**src/logic/dmrx_pkg.sv**
```systemverilog
// constants shared by the receive write control, regfile arbiter and status logic
// assumes one clock, synchronous active-high reset, 32-bit control words
package dmrx_pkg;
	localparam int ENG_NUM = 4;
	localparam int FIFO_DEPTH = 16;
	localparam int IRQ_CNT_W = 4;

	// receive burst and footer shape
	localparam logic [4:0] BURST_LAST = 5'h1f;
	localparam logic [4:0] FOOTER_LAST = 5'h07;
	localparam logic [4:0] FOOTER_KEEP = 5'h03;
	localparam logic [3:0] FOOTER_IN_WORDS = 4'h8;
	localparam logic [3:0] BE_ALL = 4'hf;
	localparam logic [3:0] BE_NONE = 4'h0;

	// engine status word: status bit n sits at vector bit 31-n
	localparam int ST_ERR = 31;
	localparam int ST_IOE = 30;
	localparam int ST_SOE = 29;
	localparam int ST_CMP = 28;
	localparam int ST_PKF = 27;
	localparam int ST_PKL = 26;
	localparam int ST_BSY = 25;
	localparam int ST_RSV = 24;
	localparam int APP_MSB = 23;
	localparam logic [31:0] ST_RESET = 32'h0000_0000;
	localparam logic [31:0] ST_LOAD_MASK = 32'h7cff_ffff;

	// interrupt control word: master enable at bit 0 (vector 31), pending at 28..31
	localparam int IRQ_MEN = 31;
	localparam logic [31:0] IRQ_RESET = 32'h0000_0000;

	// control bus register select
	localparam logic [3:0] SEL_STAT0 = 4'h0;
	localparam logic [3:0] SEL_CPTR0 = 4'h4;
	localparam logic [3:0] SEL_IRQ = 4'h8;

	// engine index: 0 tx0, 1 rx0, 2 tx1, 3 rx1; arbiter index: read0, read1, write0, write1
	localparam logic [1:0] LAST_GRANT_RST = 2'h3;

	typedef enum logic [2:0] {
		RX_IDLE,
		RX_HEADER,
		RX_PAY_IDLE,
		RX_PAY_XFER,
		RX_FOOTER
	} dmrx_state_t;
endpackage

```
**src/logic/dmrx_core.sv**
```systemverilog
// receive write control, regfile arbiter, engine status and interrupt logic
// assumes the stream source and port state machine run on mclk; byte shifter lives elsewhere

////////////////////////////////////////////////////////////////////////////////
module dmrx_fifo #(
	parameter int WIDTH = 33,
	parameter int DEPTH = 16
) (
	// clock and control
	input wire logic mclk,
	input wire logic srst,
	input wire logic ce,
	// fill side
	input wire logic in_valid,
	output logic in_ready,
	input wire logic [WIDTH-1:0] in_data,
	// drain side
	output logic out_valid,
	input wire logic out_ready,
	output logic [WIDTH-1:0] out_data
);
	localparam int AW = $clog2(DEPTH);
	logic [WIDTH-1:0] mem [DEPTH];
	logic [AW-1:0] wr_ptr_ff;
	logic [AW-1:0] rd_ptr_ff;
	logic [AW:0] count_ff;
	logic do_wr;
	logic do_rd;

	assign in_ready = (count_ff != (AW+1)'(DEPTH));
	assign out_valid = (count_ff != '0);
	assign out_data = mem[rd_ptr_ff];
	assign do_wr = ce && in_valid && in_ready;
	assign do_rd = ce && out_ready && out_valid;

	always_ff @(posedge mclk) begin
		if (do_wr) begin
			mem[wr_ptr_ff] <= in_data;
		end
	end

	always_ff @(posedge mclk) begin
		if (srst) begin
			wr_ptr_ff <= '0;
			rd_ptr_ff <= '0;
			count_ff <= '0;
		end else begin
			if (do_wr) begin
				wr_ptr_ff <= (wr_ptr_ff == AW'(DEPTH - 1)) ? '0 : wr_ptr_ff + 1'b1;
			end
			if (do_rd) begin
				rd_ptr_ff <= (rd_ptr_ff == AW'(DEPTH - 1)) ? '0 : rd_ptr_ff + 1'b1;
			end
			if (do_wr && !do_rd) begin
				count_ff <= count_ff + 1'b1;
			end else if (do_rd && !do_wr) begin
				count_ff <= count_ff - 1'b1;
			end
		end
	end
endmodule

////////////////////////////////////////////////////////////////////////////////
// Function
// - footer: no padding, exactly eight words
// - ack and byte enables per word, pads included
// - header words discarded, ready held until payload start
// - wait payload-idle until burst start command
// - stay in transfer until 32 words pushed
// - after end and drain, cache-line start enters footer
// - footer first three words byte enables low
// - at most one of five requesters granted
// - control bus wins; grant only when not busy
// - engines round-robin, last grant resets write1
// - control bus grant leaves last engine untouched
// - status bits 0-6, bit 7 reserved, 24 application
// - error sticky until system or channel reset
// - error on busy write, bad pointer, completed
// - five bits load from bus write or descriptor
// - completed set when descriptor data processed
// - receive engine sets first/last on stream markers
// - busy set by pointer write, cleared on end
// - interrupt shown only with master enable
// - pending flags rx1 tx1 rx0 tx0 at 28-31
// - pending set after write-back with interrupt-on-end
// - up/down counter drives interrupt detect output
module dmrx_core
	import dmrx_pkg::*;
#(
	parameter int DEPTH = FIFO_DEPTH,
	parameter int CNT_W = IRQ_CNT_W
) (
	// clock, reset, enable
	input wire logic mclk,
	input wire logic srst,
	input wire logic ce,
	// receive stream
	input wire logic [31:0] rx_data,
	input wire logic rx_src_rdy,
	input wire logic payload_start_marker,
	input wire logic payload_end_marker,
	output logic rx_dst_rdy,
	// port state machine commands
	input wire logic rx_stream_start_cmd,
	input wire logic burst_start_cmd,
	input wire logic cache_line_start_cmd,
	input wire logic rx_engine_sel,
	input wire logic [4:0] burst_lead_pad,
	input wire logic [3:0] burst_last_be,
	output logic rx_pay_idle,
	output logic rx_pay_done,
	// memory write fifo side
	output logic write_ack_even,
	output logic write_ack_odd,
	output logic [3:0] write_byte_en_even,
	output logic [3:0] write_byte_en_odd,
	output logic [31:0] write_data,
	// regfile arbitration: read0, read1, write0, write1
	input wire logic [3:0] eng_req,
	output logic [3:0] eng_gnt,
	// engine events, index tx0, rx0, tx1, rx1
	input wire logic [3:0] chan_rst,
	input wire logic [3:0] desc_stat_load,
	input wire logic [31:0] desc_stat_word,
	input wire logic [3:0] cmp_check_en,
	input wire logic [3:0] desc_done,
	input wire logic [3:0] desc_null_next,
	input wire logic [3:0] err_event,
	input wire logic [3:0] wb_done,
	// control bus
	input wire logic cb_req,
	input wire logic cb_we,
	input wire logic [3:0] cb_sel,
	input wire logic [31:0] cb_wdata,
	output logic cb_ack,
	output logic [31:0] cb_rdata,
	// interrupt
	output logic irq_detect
);
	dmrx_state_t state_ff;
	dmrx_state_t nxt_state;
	logic [4:0] word_cnt_ff;
	logic [4:0] lead_pad_ff;
	logic [3:0] last_be_ff;
	logic [3:0] foot_in_ff;
	logic eop_seen_ff;
	logic odd_ff;
	logic accept_en;
	logic take;
	logic fifo_in_ready;
	logic fifo_out_valid;
	logic [32:0] fifo_out_data;
	logic pop;
	logic push;
	logic [3:0] push_be;
	logic [31:0] push_data;
	logic [1:0] rx_eng;
	logic sop_seen;
	logic eop_take;

	////////////////////////////////////////////////////////////////////////////////
	// receive stream intake
	assign rx_eng = {rx_engine_sel, 1'b1};
	assign accept_en = ((state_ff == RX_PAY_IDLE || state_ff == RX_PAY_XFER) && !eop_seen_ff) ||
		(state_ff == RX_FOOTER && foot_in_ff != FOOTER_IN_WORDS);
	assign take = ce && rx_src_rdy && rx_dst_rdy && accept_en;
	assign sop_seen = ce && state_ff == RX_HEADER && rx_src_rdy && payload_start_marker;
	assign eop_take = take && state_ff != RX_FOOTER && payload_end_marker;

	always_comb begin
		if (state_ff == RX_HEADER) begin
			rx_dst_rdy = ce && !payload_start_marker;
		end else begin
			rx_dst_rdy = ce && accept_en && fifo_in_ready;
		end
	end

	// the marker word stays on the stream in header and is consumed as payload
	dmrx_fifo #(.WIDTH(33), .DEPTH(DEPTH)) u_fifo (
		.mclk(mclk),
		.srst(srst),
		.ce(ce),
		.in_valid(rx_src_rdy && accept_en),
		.in_ready(fifo_in_ready),
		.in_data({payload_end_marker && state_ff != RX_FOOTER, rx_data}),
		.out_valid(fifo_out_valid),
		.out_ready(pop),
		.out_data(fifo_out_data)
	);

	////////////////////////////////////////////////////////////////////////////////
	// drain toward the write fifos, pads carry no byte enables
	always_comb begin
		pop = 1'b0;
		push = 1'b0;
		push_be = BE_NONE;
		push_data = fifo_out_data[31:0];
		if (state_ff == RX_PAY_XFER) begin
			if (word_cnt_ff < lead_pad_ff) begin
				push = 1'b1;
			end else if (fifo_out_valid) begin
				pop = 1'b1;
				push = 1'b1;
				push_be = fifo_out_data[32] ? last_be_ff : BE_ALL;
			end else if (eop_seen_ff) begin
				push = 1'b1;
			end
		end else if (state_ff == RX_FOOTER && fifo_out_valid) begin
			pop = 1'b1;
			push = 1'b1;
			push_be = (word_cnt_ff < FOOTER_KEEP) ? BE_NONE : BE_ALL;
		end
	end

	assign rx_pay_idle = (state_ff == RX_PAY_IDLE);
	assign rx_pay_done = (state_ff == RX_PAY_IDLE) && eop_seen_ff && !fifo_out_valid;

	always_comb begin
		nxt_state = state_ff;
		unique case (state_ff)
			RX_IDLE: begin
				if (rx_stream_start_cmd) begin
					nxt_state = RX_HEADER;
				end
			end
			RX_HEADER: begin
				if (rx_src_rdy && payload_start_marker) begin
					nxt_state = RX_PAY_IDLE;
				end
			end
			RX_PAY_IDLE: begin
				if (rx_pay_done && cache_line_start_cmd) begin
					nxt_state = RX_FOOTER;
				end else if (!rx_pay_done && burst_start_cmd) begin
					nxt_state = RX_PAY_XFER;
				end
			end
			RX_PAY_XFER: begin
				if (push && word_cnt_ff == BURST_LAST) begin
					nxt_state = RX_PAY_IDLE;
				end
			end
			RX_FOOTER: begin
				if (push && word_cnt_ff == FOOTER_LAST) begin
					nxt_state = RX_IDLE;
				end
			end
		endcase
	end

	always_ff @(posedge mclk) begin
		if (srst) begin
			state_ff <= RX_IDLE;
		end else if (ce) begin
			state_ff <= nxt_state;
		end
	end

	always_ff @(posedge mclk) begin
		if (srst) begin
			word_cnt_ff <= '0;
			odd_ff <= 1'b0;
		end else if (ce) begin
			if (state_ff != nxt_state) begin
				word_cnt_ff <= '0;
				odd_ff <= 1'b0;
			end else if (push) begin
				word_cnt_ff <= word_cnt_ff + 1'b1;
				odd_ff <= !odd_ff;
			end
		end
	end

	always_ff @(posedge mclk) begin
		if (srst) begin
			lead_pad_ff <= '0;
			last_be_ff <= BE_ALL;
			eop_seen_ff <= 1'b0;
			foot_in_ff <= '0;
		end else if (ce) begin
			if (state_ff == RX_PAY_IDLE && nxt_state == RX_PAY_XFER) begin
				lead_pad_ff <= burst_lead_pad;
				last_be_ff <= burst_last_be;
			end
			if (state_ff == RX_IDLE) begin
				eop_seen_ff <= 1'b0;
				foot_in_ff <= '0;
			end else begin
				if (eop_take) begin
					eop_seen_ff <= 1'b1;
				end
				if (take && state_ff == RX_FOOTER) begin
					foot_in_ff <= foot_in_ff + 1'b1;
				end
			end
		end
	end

	// registered write side, even and odd alternate from each burst's start
	always_ff @(posedge mclk) begin
		if (srst) begin
			write_ack_even <= 1'b0;
			write_ack_odd <= 1'b0;
			write_byte_en_even <= BE_NONE;
			write_byte_en_odd <= BE_NONE;
			write_data <= '0;
		end else if (ce) begin
			write_ack_even <= push && !odd_ff;
			write_ack_odd <= push && odd_ff;
			if (push && !odd_ff) begin
				write_byte_en_even <= push_be;
			end
			if (push && odd_ff) begin
				write_byte_en_odd <= push_be;
			end
			if (push) begin
				write_data <= push_data;
			end
		end
	end

	////////////////////////////////////////////////////////////////////////////////
	// regfile arbiter
	logic rf_busy_ff;
	logic [1:0] last_ff;
	logic cb_gnt;
	logic [1:0] pick;
	logic pick_ok;

	assign cb_gnt = ce && cb_req && !rf_busy_ff;

	always_comb begin
		logic [1:0] idx;
		idx = last_ff;
		pick = last_ff;
		pick_ok = 1'b0;
		for (int i = 0; i < ENG_NUM; i++) begin
			idx = idx + 1'b1;
			if (!pick_ok && eng_req[idx]) begin
				pick = idx;
				pick_ok = 1'b1;
			end
		end
	end

	always_comb begin
		eng_gnt = '0;
		if (ce && !rf_busy_ff && !cb_req && pick_ok) begin
			eng_gnt[pick] = 1'b1;
		end
	end

	// one idle cycle after each grant keeps accesses atomic
	always_ff @(posedge mclk) begin
		if (srst) begin
			rf_busy_ff <= 1'b0;
			last_ff <= LAST_GRANT_RST;
		end else if (ce) begin
			rf_busy_ff <= cb_gnt || (eng_gnt != '0);
			if (eng_gnt != '0) begin
				last_ff <= pick;
			end
		end
	end

	////////////////////////////////////////////////////////////////////////////////
	// engine status words and current pointers
	logic [31:0] stat_ff [ENG_NUM];
	logic [31:0] cptr_ff [ENG_NUM];
	logic [31:0] irq_ff;
	logic [3:0] irq_set;
	logic [3:0] irq_clr;
	logic [CNT_W-1:0] irq_cnt_ff;

	genvar e;
	generate
		for (e = 0; e < ENG_NUM; e++) begin : g_eng
			logic [31:0] nxt_stat;
			logic st_wr;
			logic cp_wr;
			assign st_wr = cb_gnt && cb_we && cb_sel == SEL_STAT0 + 4'(e);
			assign cp_wr = cb_gnt && cb_we && cb_sel == SEL_CPTR0 + 4'(e);
			always_comb begin
				nxt_stat = stat_ff[e];
				if (st_wr) begin
					nxt_stat = (stat_ff[e] & ~ST_LOAD_MASK) | (cb_wdata & ST_LOAD_MASK);
				end
				if (desc_stat_load[e]) begin
					nxt_stat = (stat_ff[e] & ~ST_LOAD_MASK) | (desc_stat_word & ST_LOAD_MASK);
					if (cmp_check_en[e] && desc_stat_word[ST_CMP]) begin
						nxt_stat[ST_ERR] = 1'b1;
					end
				end
				if (desc_done[e]) begin
					nxt_stat[ST_CMP] = 1'b1;
					if (nxt_stat[ST_SOE] || desc_null_next[e]) begin
						nxt_stat[ST_BSY] = 1'b0;
					end
				end
				if (cp_wr) begin
					if (stat_ff[e][ST_BSY]) begin
						nxt_stat[ST_ERR] = 1'b1;
					end else begin
						nxt_stat[ST_BSY] = 1'b1;
					end
				end
				if (err_event[e]) begin
					nxt_stat[ST_ERR] = 1'b1;
				end
				if (stat_ff[e][ST_ERR]) begin
					nxt_stat[ST_ERR] = 1'b1;
				end
				if (nxt_stat[ST_ERR]) begin
					nxt_stat[ST_BSY] = 1'b0;
				end
				if (sop_seen && rx_eng == 2'(e)) begin
					nxt_stat[ST_PKF] = 1'b1;
				end
				if (eop_take && rx_eng == 2'(e)) begin
					nxt_stat[ST_PKL] = 1'b1;
				end
				nxt_stat[ST_RSV] = 1'b0;
			end
			always_ff @(posedge mclk) begin
				if (srst || (ce && chan_rst[e])) begin
					stat_ff[e] <= ST_RESET;
				end else if (ce) begin
					stat_ff[e] <= nxt_stat;
				end
			end
			always_ff @(posedge mclk) begin
				if (srst) begin
					cptr_ff[e] <= '0;
				end else if (ce && cp_wr) begin
					cptr_ff[e] <= cb_wdata;
				end
			end
			assign irq_set[e] = ce && wb_done[e] && stat_ff[e][ST_IOE];
			assign irq_clr[e] = cb_gnt && cb_we && cb_sel == SEL_IRQ && cb_wdata[e] && irq_ff[e];
		end
	endgenerate

	////////////////////////////////////////////////////////////////////////////////
	// interrupt control word and outstanding count
	logic [CNT_W-1:0] nxt_cnt;

	always_comb begin
		nxt_cnt = irq_cnt_ff;
		for (int i = 0; i < ENG_NUM; i++) begin
			if (irq_set[i]) begin
				nxt_cnt = nxt_cnt + 1'b1;
			end
			if (irq_clr[i] && !irq_set[i]) begin
				nxt_cnt = nxt_cnt - 1'b1;
			end
		end
	end

	always_ff @(posedge mclk) begin
		if (srst) begin
			irq_ff <= IRQ_RESET;
			irq_cnt_ff <= '0;
			irq_detect <= 1'b0;
		end else if (ce) begin
			if (cb_gnt && cb_we && cb_sel == SEL_IRQ) begin
				irq_ff[IRQ_MEN] <= cb_wdata[IRQ_MEN];
			end
			irq_ff[3:0] <= (irq_ff[3:0] & ~irq_clr) | irq_set;
			irq_cnt_ff <= nxt_cnt;
			irq_detect <= irq_ff[IRQ_MEN] && (nxt_cnt != '0);
		end
	end

	// control bus read answer, one cycle after the grant
	always_ff @(posedge mclk) begin
		if (srst) begin
			cb_ack <= 1'b0;
			cb_rdata <= '0;
		end else if (ce) begin
			cb_ack <= cb_gnt;
			if (cb_gnt) begin
				if (cb_sel < SEL_CPTR0) begin
					cb_rdata <= stat_ff[cb_sel[1:0]];
				end else if (cb_sel < SEL_IRQ) begin
					cb_rdata <= cptr_ff[cb_sel[1:0]];
				end else if (cb_sel == SEL_IRQ) begin
					cb_rdata <= irq_ff;
				end else begin
					cb_rdata <= '0;
				end
			end
		end
	end
endmodule

```
**config.mk**
```make
export PLATFORM = sky130hd
export DESIGN_NAME = dmrx_core
export DESIGN_NICKNAME = d
export VERILOG_FILES = /design/src/logic/dmrx_pkg.sv /design/src/logic/dmrx_core.sv
export SDC_FILE = /design/constraint.sdc
export NUM_CORES = 1
export LEC_CHECK = 0
export ABC_CLOCK_PERIOD_IN_PS = 7700
export BUFFER_PORTS_ARGS = -buffer_cell sky130_fd_sc_hd__buf_2
export CAP_MARGIN = 10
export CORE_MARGIN = 4
export CORE_UTILIZATION = 25
export DETAILED_ROUTE_END_ITERATION = 6
export PLACE_DENSITY = 0.45
export SETUP_SLACK_MARGIN = 0.3
export SKIP_LAST_GASP = 1
export SYNTH_ARGS = -nofsm -noshare
export SYNTH_HDL_FRONTEND = slang
export SYNTH_SLANG_ARGS = --single-unit
```
**constraint.sdc**
```tcl
create_clock -name mclk -period 7.7 [get_ports mclk]
set_clock_uncertainty 0.15 [all_clocks]
set_input_delay 1.54 -clock mclk [delete_from_list [all_inputs] [get_ports mclk]]
set_output_delay 1.54 -clock mclk [all_outputs]
set_load 0.005 [all_outputs]
```
; After elaboration in Yosys (flattened, before gate mapping)
; Memory sizes are Yosys's and may differ from the RTL's. A register that Yosys moved wholly into a read port is not among the register bits.
; Cells that the tools add are included.
[op_classes]
bitwise = 20
reduce_logical = 138
magnitude_cmp = 10
add_sub_neg = 18
n_eq_ne = 21
mux = 165
[op_table]
columns = cell, n
row1 = $mux W32, 15
row2 = $or A32 B31 Y32, 8
row3 = $mux W31, 4
row4 = $mux W1, 105
row5 = $logic_and A1 B1 Y1, 91
row6 = $mux W4, 21
row7 = $add A4 B1 Y4 const B, 7
row8 = $mux W5, 4
row9 = $reduce_and A2 Y1, 10
row10 = $mux W3, 6
row11 = $eq A4 B3 Y1 const B, 4
row12 = $logic_not A1 Y1, 16
row13 = $sub A4 B1 Y4 const B, 4
row14 = $lt A2 B3 Y1 const B, 5
row15 = $pmux W3 S5, 1
row16 = $eq A4 B4 Y1 const B, 3
row17 = $logic_or A1 B1 Y1, 11
row18 = $add A5 B1 Y5 const B, 2
row19 = $eq A3 B2 Y1 const B, 3
row20 = $add A2 B1 Y2 const B, 4
row21 = $bmux W1 S2, 4
row22 = $eq A4 B2 Y1 const B, 2
row23 = $mux W2, 4
row24 = $or A1 B1 Y1, 8
row25 = 26 further kinds, 30
[totals]
input_bits = 153
wordCells = 398
ram_bits = 780
output_inout_bits = 83
ff_bits = 124
memories = 3
[mem_list]
columns = memory, depth, word_bits, rd, rd_clocked_by_memory_dff, wr, line
row1 = u_fifo.mem, 16, 33, 1, 1, 1, dmrx_core.sv:23  ; logic [WIDTH-1:0] mem [DEPTH];
row2 = cptr_ff, 4, 32, 1, 0, 4, dmrx_core.sv:369  ; logic [31:0] cptr_ff [ENG_NUM];
row3 = stat_ff, 4, 31, 5, 0, 4, dmrx_core.sv:368  ; logic [31:0] stat_ff [ENG_NUM];

; Depth between registers and ports, before layout
[logic_depth]
ltp_word = 22
ltp_mapped = 21
ltp_nobuf = 19

; Modules after synthesis
; Synthesis repeated with hierarchy kept, for this count alone.
[unflattened]
cells_unflattened = 2682
hier_area_um2 = 38963.6
[modules_own_cells]
columns = module, instances, seq_area_each_um2, cells_each, area_each_um2
row1 = dmrx_fifo, 1, 16195.5, 920, 20683.6
row2 = dmrx_core, 1, 9789.4, 1762, 18280.0

; Least setup slack after synthesis
; Ideal clock, no wire load.
[synth_timing]
kind = input port to flip-flop
start = in cb_sel[1]
end = reg irq_detect
n_path_buf = 2
t_arrival_ns = 5.624
required_ns = 7.423
setup_time_ns = 0.127
path_slack_ns = 1.800
stages = 20
cell_sequence = buf_2 > or4b_1 > buf_2 > or3_4 > or3_4 > a21boi_1 > xor2_1 > clkinv_1 > o211a_1 > nor3_2 > inv_1 > ha_1 > nand2b_1 > o41ai_4 > ha_1 > xor2_1 > xnor3_1 > nand4_1 > a41oi_1 > o31ai_2
[synth_between]
elab_chain_len = 20
elab_cells_between_ends = 29
classes_between = add/sub: 6 / eq/ne: 1 / mux: 7 / reduce/logical: 15
[synth_lines]
columns = item, line
row1 = start: declaration, dmrx_core.sv:133  ; input wire logic [3:0] cb_sel,
row2 = $eq A4 B4 Y1 (*), dmrx_core.sv:439  ; assign irq_clr[e] = cb_gnt && cb_we && cb_sel == SEL_IRQ && cb_wdata[e] && irq_ff[e];
row3 = $logic_and A1 B1 Y1 (*), dmrx_core.sv:439
row4 = $logic_and A1 B1 Y1 (2 in series), dmrx_core.sv:439
row5 = $logic_and A1 B1 Y1, dmrx_core.sv:453  ; if (irq_clr[i] && !irq_set[i]) begin
row6 = $mux W4, dmrx_core.sv:453
row7 = $add A4 B1 Y4, dmrx_core.sv:451  ; nxt_cnt = nxt_cnt + 1'b1;
row8 = $mux W4, dmrx_core.sv:450  ; if (irq_set[i]) begin
row9 = $sub A4 B1 Y4, dmrx_core.sv:454  ; nxt_cnt = nxt_cnt - 1'b1;
row10 = [3 not listed], --
row11 = $sub A4 B1 Y4, dmrx_core.sv:454
row12 = $mux W4, dmrx_core.sv:453
row13 = $add A4 B1 Y4, dmrx_core.sv:451
row14 = $mux W4, dmrx_core.sv:450
row15 = $sub A4 B1 Y4, dmrx_core.sv:454
row16 = $mux W4 (*), dmrx_core.sv:453
row17 = $reduce_bool A4 Y1 (*), dmrx_core.sv:470  ; irq_detect <= irq_ff[IRQ_MEN] && (nxt_cnt != '0);
row18 = $logic_and A1 B1 Y1 (*), dmrx_core.sv:470
row19 = end signal: assignment, dmrx_core.sv:470
row20 = end: declaration, dmrx_core.sv:138  ; output logic irq_detect
; Mark *: on every way between the ends. The rest lies on a longest branch, timed or not.
; A chain may end at the register's enable or synchronous reset.

; Final worst setup path
[layout_timing]
start = in cb_sel[3]
end = reg irq_detect
; Same word-level chain as after synthesis.

==> impl_metrics.tcl <==
set metrics [dict create \
    outcome "finished clean" \
    wl_um 115000 \
    place_area_sq_mm 0.0426 \
    antenna_found_initial 35 \
    n_fill_cell 15400 \
    yosysUniqueCellTypes 75 \
    drt-wirelength-per-cell_um 23.1 \
    dp_hpwl_um 68200 \
    cts_resized 0 \
    syn_to_final_growth_pct 18.5 \
    arrival_ns 6.35 \
    tns_ns 0 \
    synth_edf_count 780 \
    cts_tree "done" \
    final_cell_mix "edfxtp_1, nor2_1, buf_2" \
    ys_warn_count 0 \
    min_period_over_period_pct 77.4 \
    drtIter0Drc 1860 \
    clockBufferDepth 3 \
    p_leak_nw 15.3 \
    fin_util_pct 29.9 \
    drc 0 \
    critPathKind "in2reg" \
    synthCells 2611 \
    final_antenna_net_count 0 \
    clk_pin_slew_worst_paths_ns 0.06 \
    die_w_um 403 \
    cts_buffers 103 \
    dieArea_sq_mm 0.162 \
    pin_count 236 \
    max-slew-margin-rel_pct 16.6 \
    fmax_mhz 168 \
    yosys_most_used_dff "edfxtp_1" \
    cp_max_fo 11 \
    io_buffers 232 \
    setup_viol 0 \
    cts_max_level 3 \
    r2r_setup_slack_ns 2.84 \
    peakVddDrop_mv 0.197 \
    async_flop_share_pct 0 \
    rows 144 \
    cts.sinks 908 \
    drv_slew 0 \
    fin_area_sq_mm 0.0461 \
    syn-num-nets 2788 \
    ys_seq_area_share_pct 66.8 \
    cts-root-buf "clkbuf_16" \
    clock_latency_ns 0.72 \
    overflow 0 \
    end_kind "flop" \
    critPathRequiredTime_ns 8.09 \
    drt_first_pass_iters 5 \
    place_congestion 0.765 \
    grtUsageTotal_pct 14.1 \
    vias_per_cell 4.57 \
    drv_cap 0 \
    min-delay-path-class "reg2reg" \
    syn_avg_cell_area_sq_um 14.9 \
    fp.dieH_um 403 \
    layout_commonest_cell "edfxtp_1" \
    worst_pin_slew_ns 1.25 \
    drive_gt1_share_pct 26.4 \
    grt_pass1_wl_um 168000 \
    post_cts.repair.setup_buffers 0 \
    grt_setup_unrepaired "false" \
    p_per_area_mw_per_mm2 238 \
    finalHoldViolCount 0 \
    start_util_pct 25.2 \
    vias 22800 \
    grt_max_degree 61 \
    grt_pass1_vias 23400 \
    fin_crit_ns 5.96 \
    synth-seq-cells 908 \
    layout.nets 3011 \
    startpoint_type "input port" \
    syn_area_sq_mm 0.0389 \
    coreArea_sq_mm 0.154 \
    cts_hold_buffers 0 \
]
[per-layer routing]
metal / global-route usage [%] / up-vias / share of wire (%)
li1: - / 10300 / -
met1: 18.2 / 11700 / 43
met2: 23.9 / 588 / 49
met3: 2.92 / 166 / 5.6
met4: 3.82 / 6 / 2.5
met5: 0 / - / 0.041
[critical path, stage by stage]
cell      delay (ns)
buf_2           0.32
or4b_1          0.75
or3_4           0.49
or3_4           0.39
a21boi_1        0.15
xor2_1          0.31
clkinv_1        0.16
o211a_1         0.28
nor3_2          0.29
inv_1           0.07
ha_1            0.29
nand2b_1        0.15
o41ai_4         0.10
ha_1            0.21
xor2_1          0.16
xnor3_1         0.21
nand4_1         0.10
a41oi_1         0.25
o31ai_2         0.09
[final cells by class]
type	count	area, sq um	area share, %
flip-flops and latches	908	26000	56.4
multi-input cells	1490	12300	26.6
clock buffers	134	2800	6.08
well taps	2044	2560	5.55
repair buffers	296	1670	3.61
clock inverters	61	611	1.32
inverters	35	131	0.285
diodes	21	52.6	0.114
[cells in the mapped netlist (4+ instances only)]
library cell / n / share of area, %
edfxtp_1: 780 / 60
nor2_1: 347 / 3.3
mux4_2: 228 / 13
nand2_1: 224 / 2.2
a21oi_1: 200 / 2.6
clkbuf_1: 146 / 1.4
and2_1: 132 / 2.1
dfxtp_1: 128 / 6.6
inv_1: 34 / 0.33
mux2_2: 31 / 0.90
buf_1: 29 / 0.28
mux2i_1: 28 / 0.72
a22oi_1: 26 / 0.50
nand2b_1: 26 / 0.42
o21ai_0: 25 / 0.32
ha_1: 23 / 0.74
nor3_1: 22 / 0.28
nor2b_1: 15 / 0.24
xor2_1: 14 / 0.32
nand3_1: 12 / 0.15
xnor2_1: 11 / 0.25
and3_1: 8 / 0.13
nand4_1: 8 / 0.13
a21o_1: 7 / 0.14
or2_2: 7 / 0.11
o31ai_1: 6 / 0.12
or3_1: 6 / 0.096
a311oi_1: 5 / 0.11
and3b_1: 5 / 0.11
a211o_1: 4 / 0.090
nor3b_1: 4 / 0.077
o21ba_2: 4 / 0.10
[where the power goes]
group	switching [mW]	leakage, nW	internal, mW
clock network	2.08	1.67	2.85
registers	0.0431	8.40	5.43
logic	0.368	5.24	0.220
total	2.49	15.3	8.50
[registers in the layout, summed over array words and instances (netlist names), 5 cells and up, named ones only]
signal,count
stat_ff,124
cptr_ff,128
u_fifo.count_ff,5
lead_pad_ff,5
cb_rdata,32
irq_ff,5
u_fifo.mem,528
write_data,32
word_cnt_ff,5
[cell families (layout without fill, tap and decap cells)]
logic type | after synthesis | count (layout) | synth area share, %
flip-flops | 908 | 908 | 66.8
AND/OR/NAND/NOR | 834 | 834 | 9.81
AO/OA/AOI/OAI | 311 | 311 | 4.72
multiplexers | 289 | 289 | 14.9
buffers and inverters | 213 | 526 | 2.08
XOR/XNOR | 32 | 32 | 0.933
adder cells (fa/ha/maj) | 24 | 24 | 0.791
other | 0 | 21 | 0
[path summary, 6_finish.rpt]
kind                                     from            end  cells after the start
worst max register to register     rf_busy_ff     irq_detect                     18
worst min-delay path            write_data[3]  write_data[3]                      2
worst max-delay path                cb_sel[3]     irq_detect                     19
worst min register to register  write_data[3]  write_data[3]                      2
[stage by stage]
stage               setup WS, ns  instances  power, mW  hold WS [ns]
detailed placement          1.05       4773       6.17         0.296
global route                1.54       4974       11.4         0.319
floorplan                   1.80       2611       5.90         0.286
global placement           0.996       4772       6.17         0.290
finish                      1.74       4989       11.0         0.301
CTS                         1.79       4968       11.2         0.305
Power figures use the tool's default switching activity.
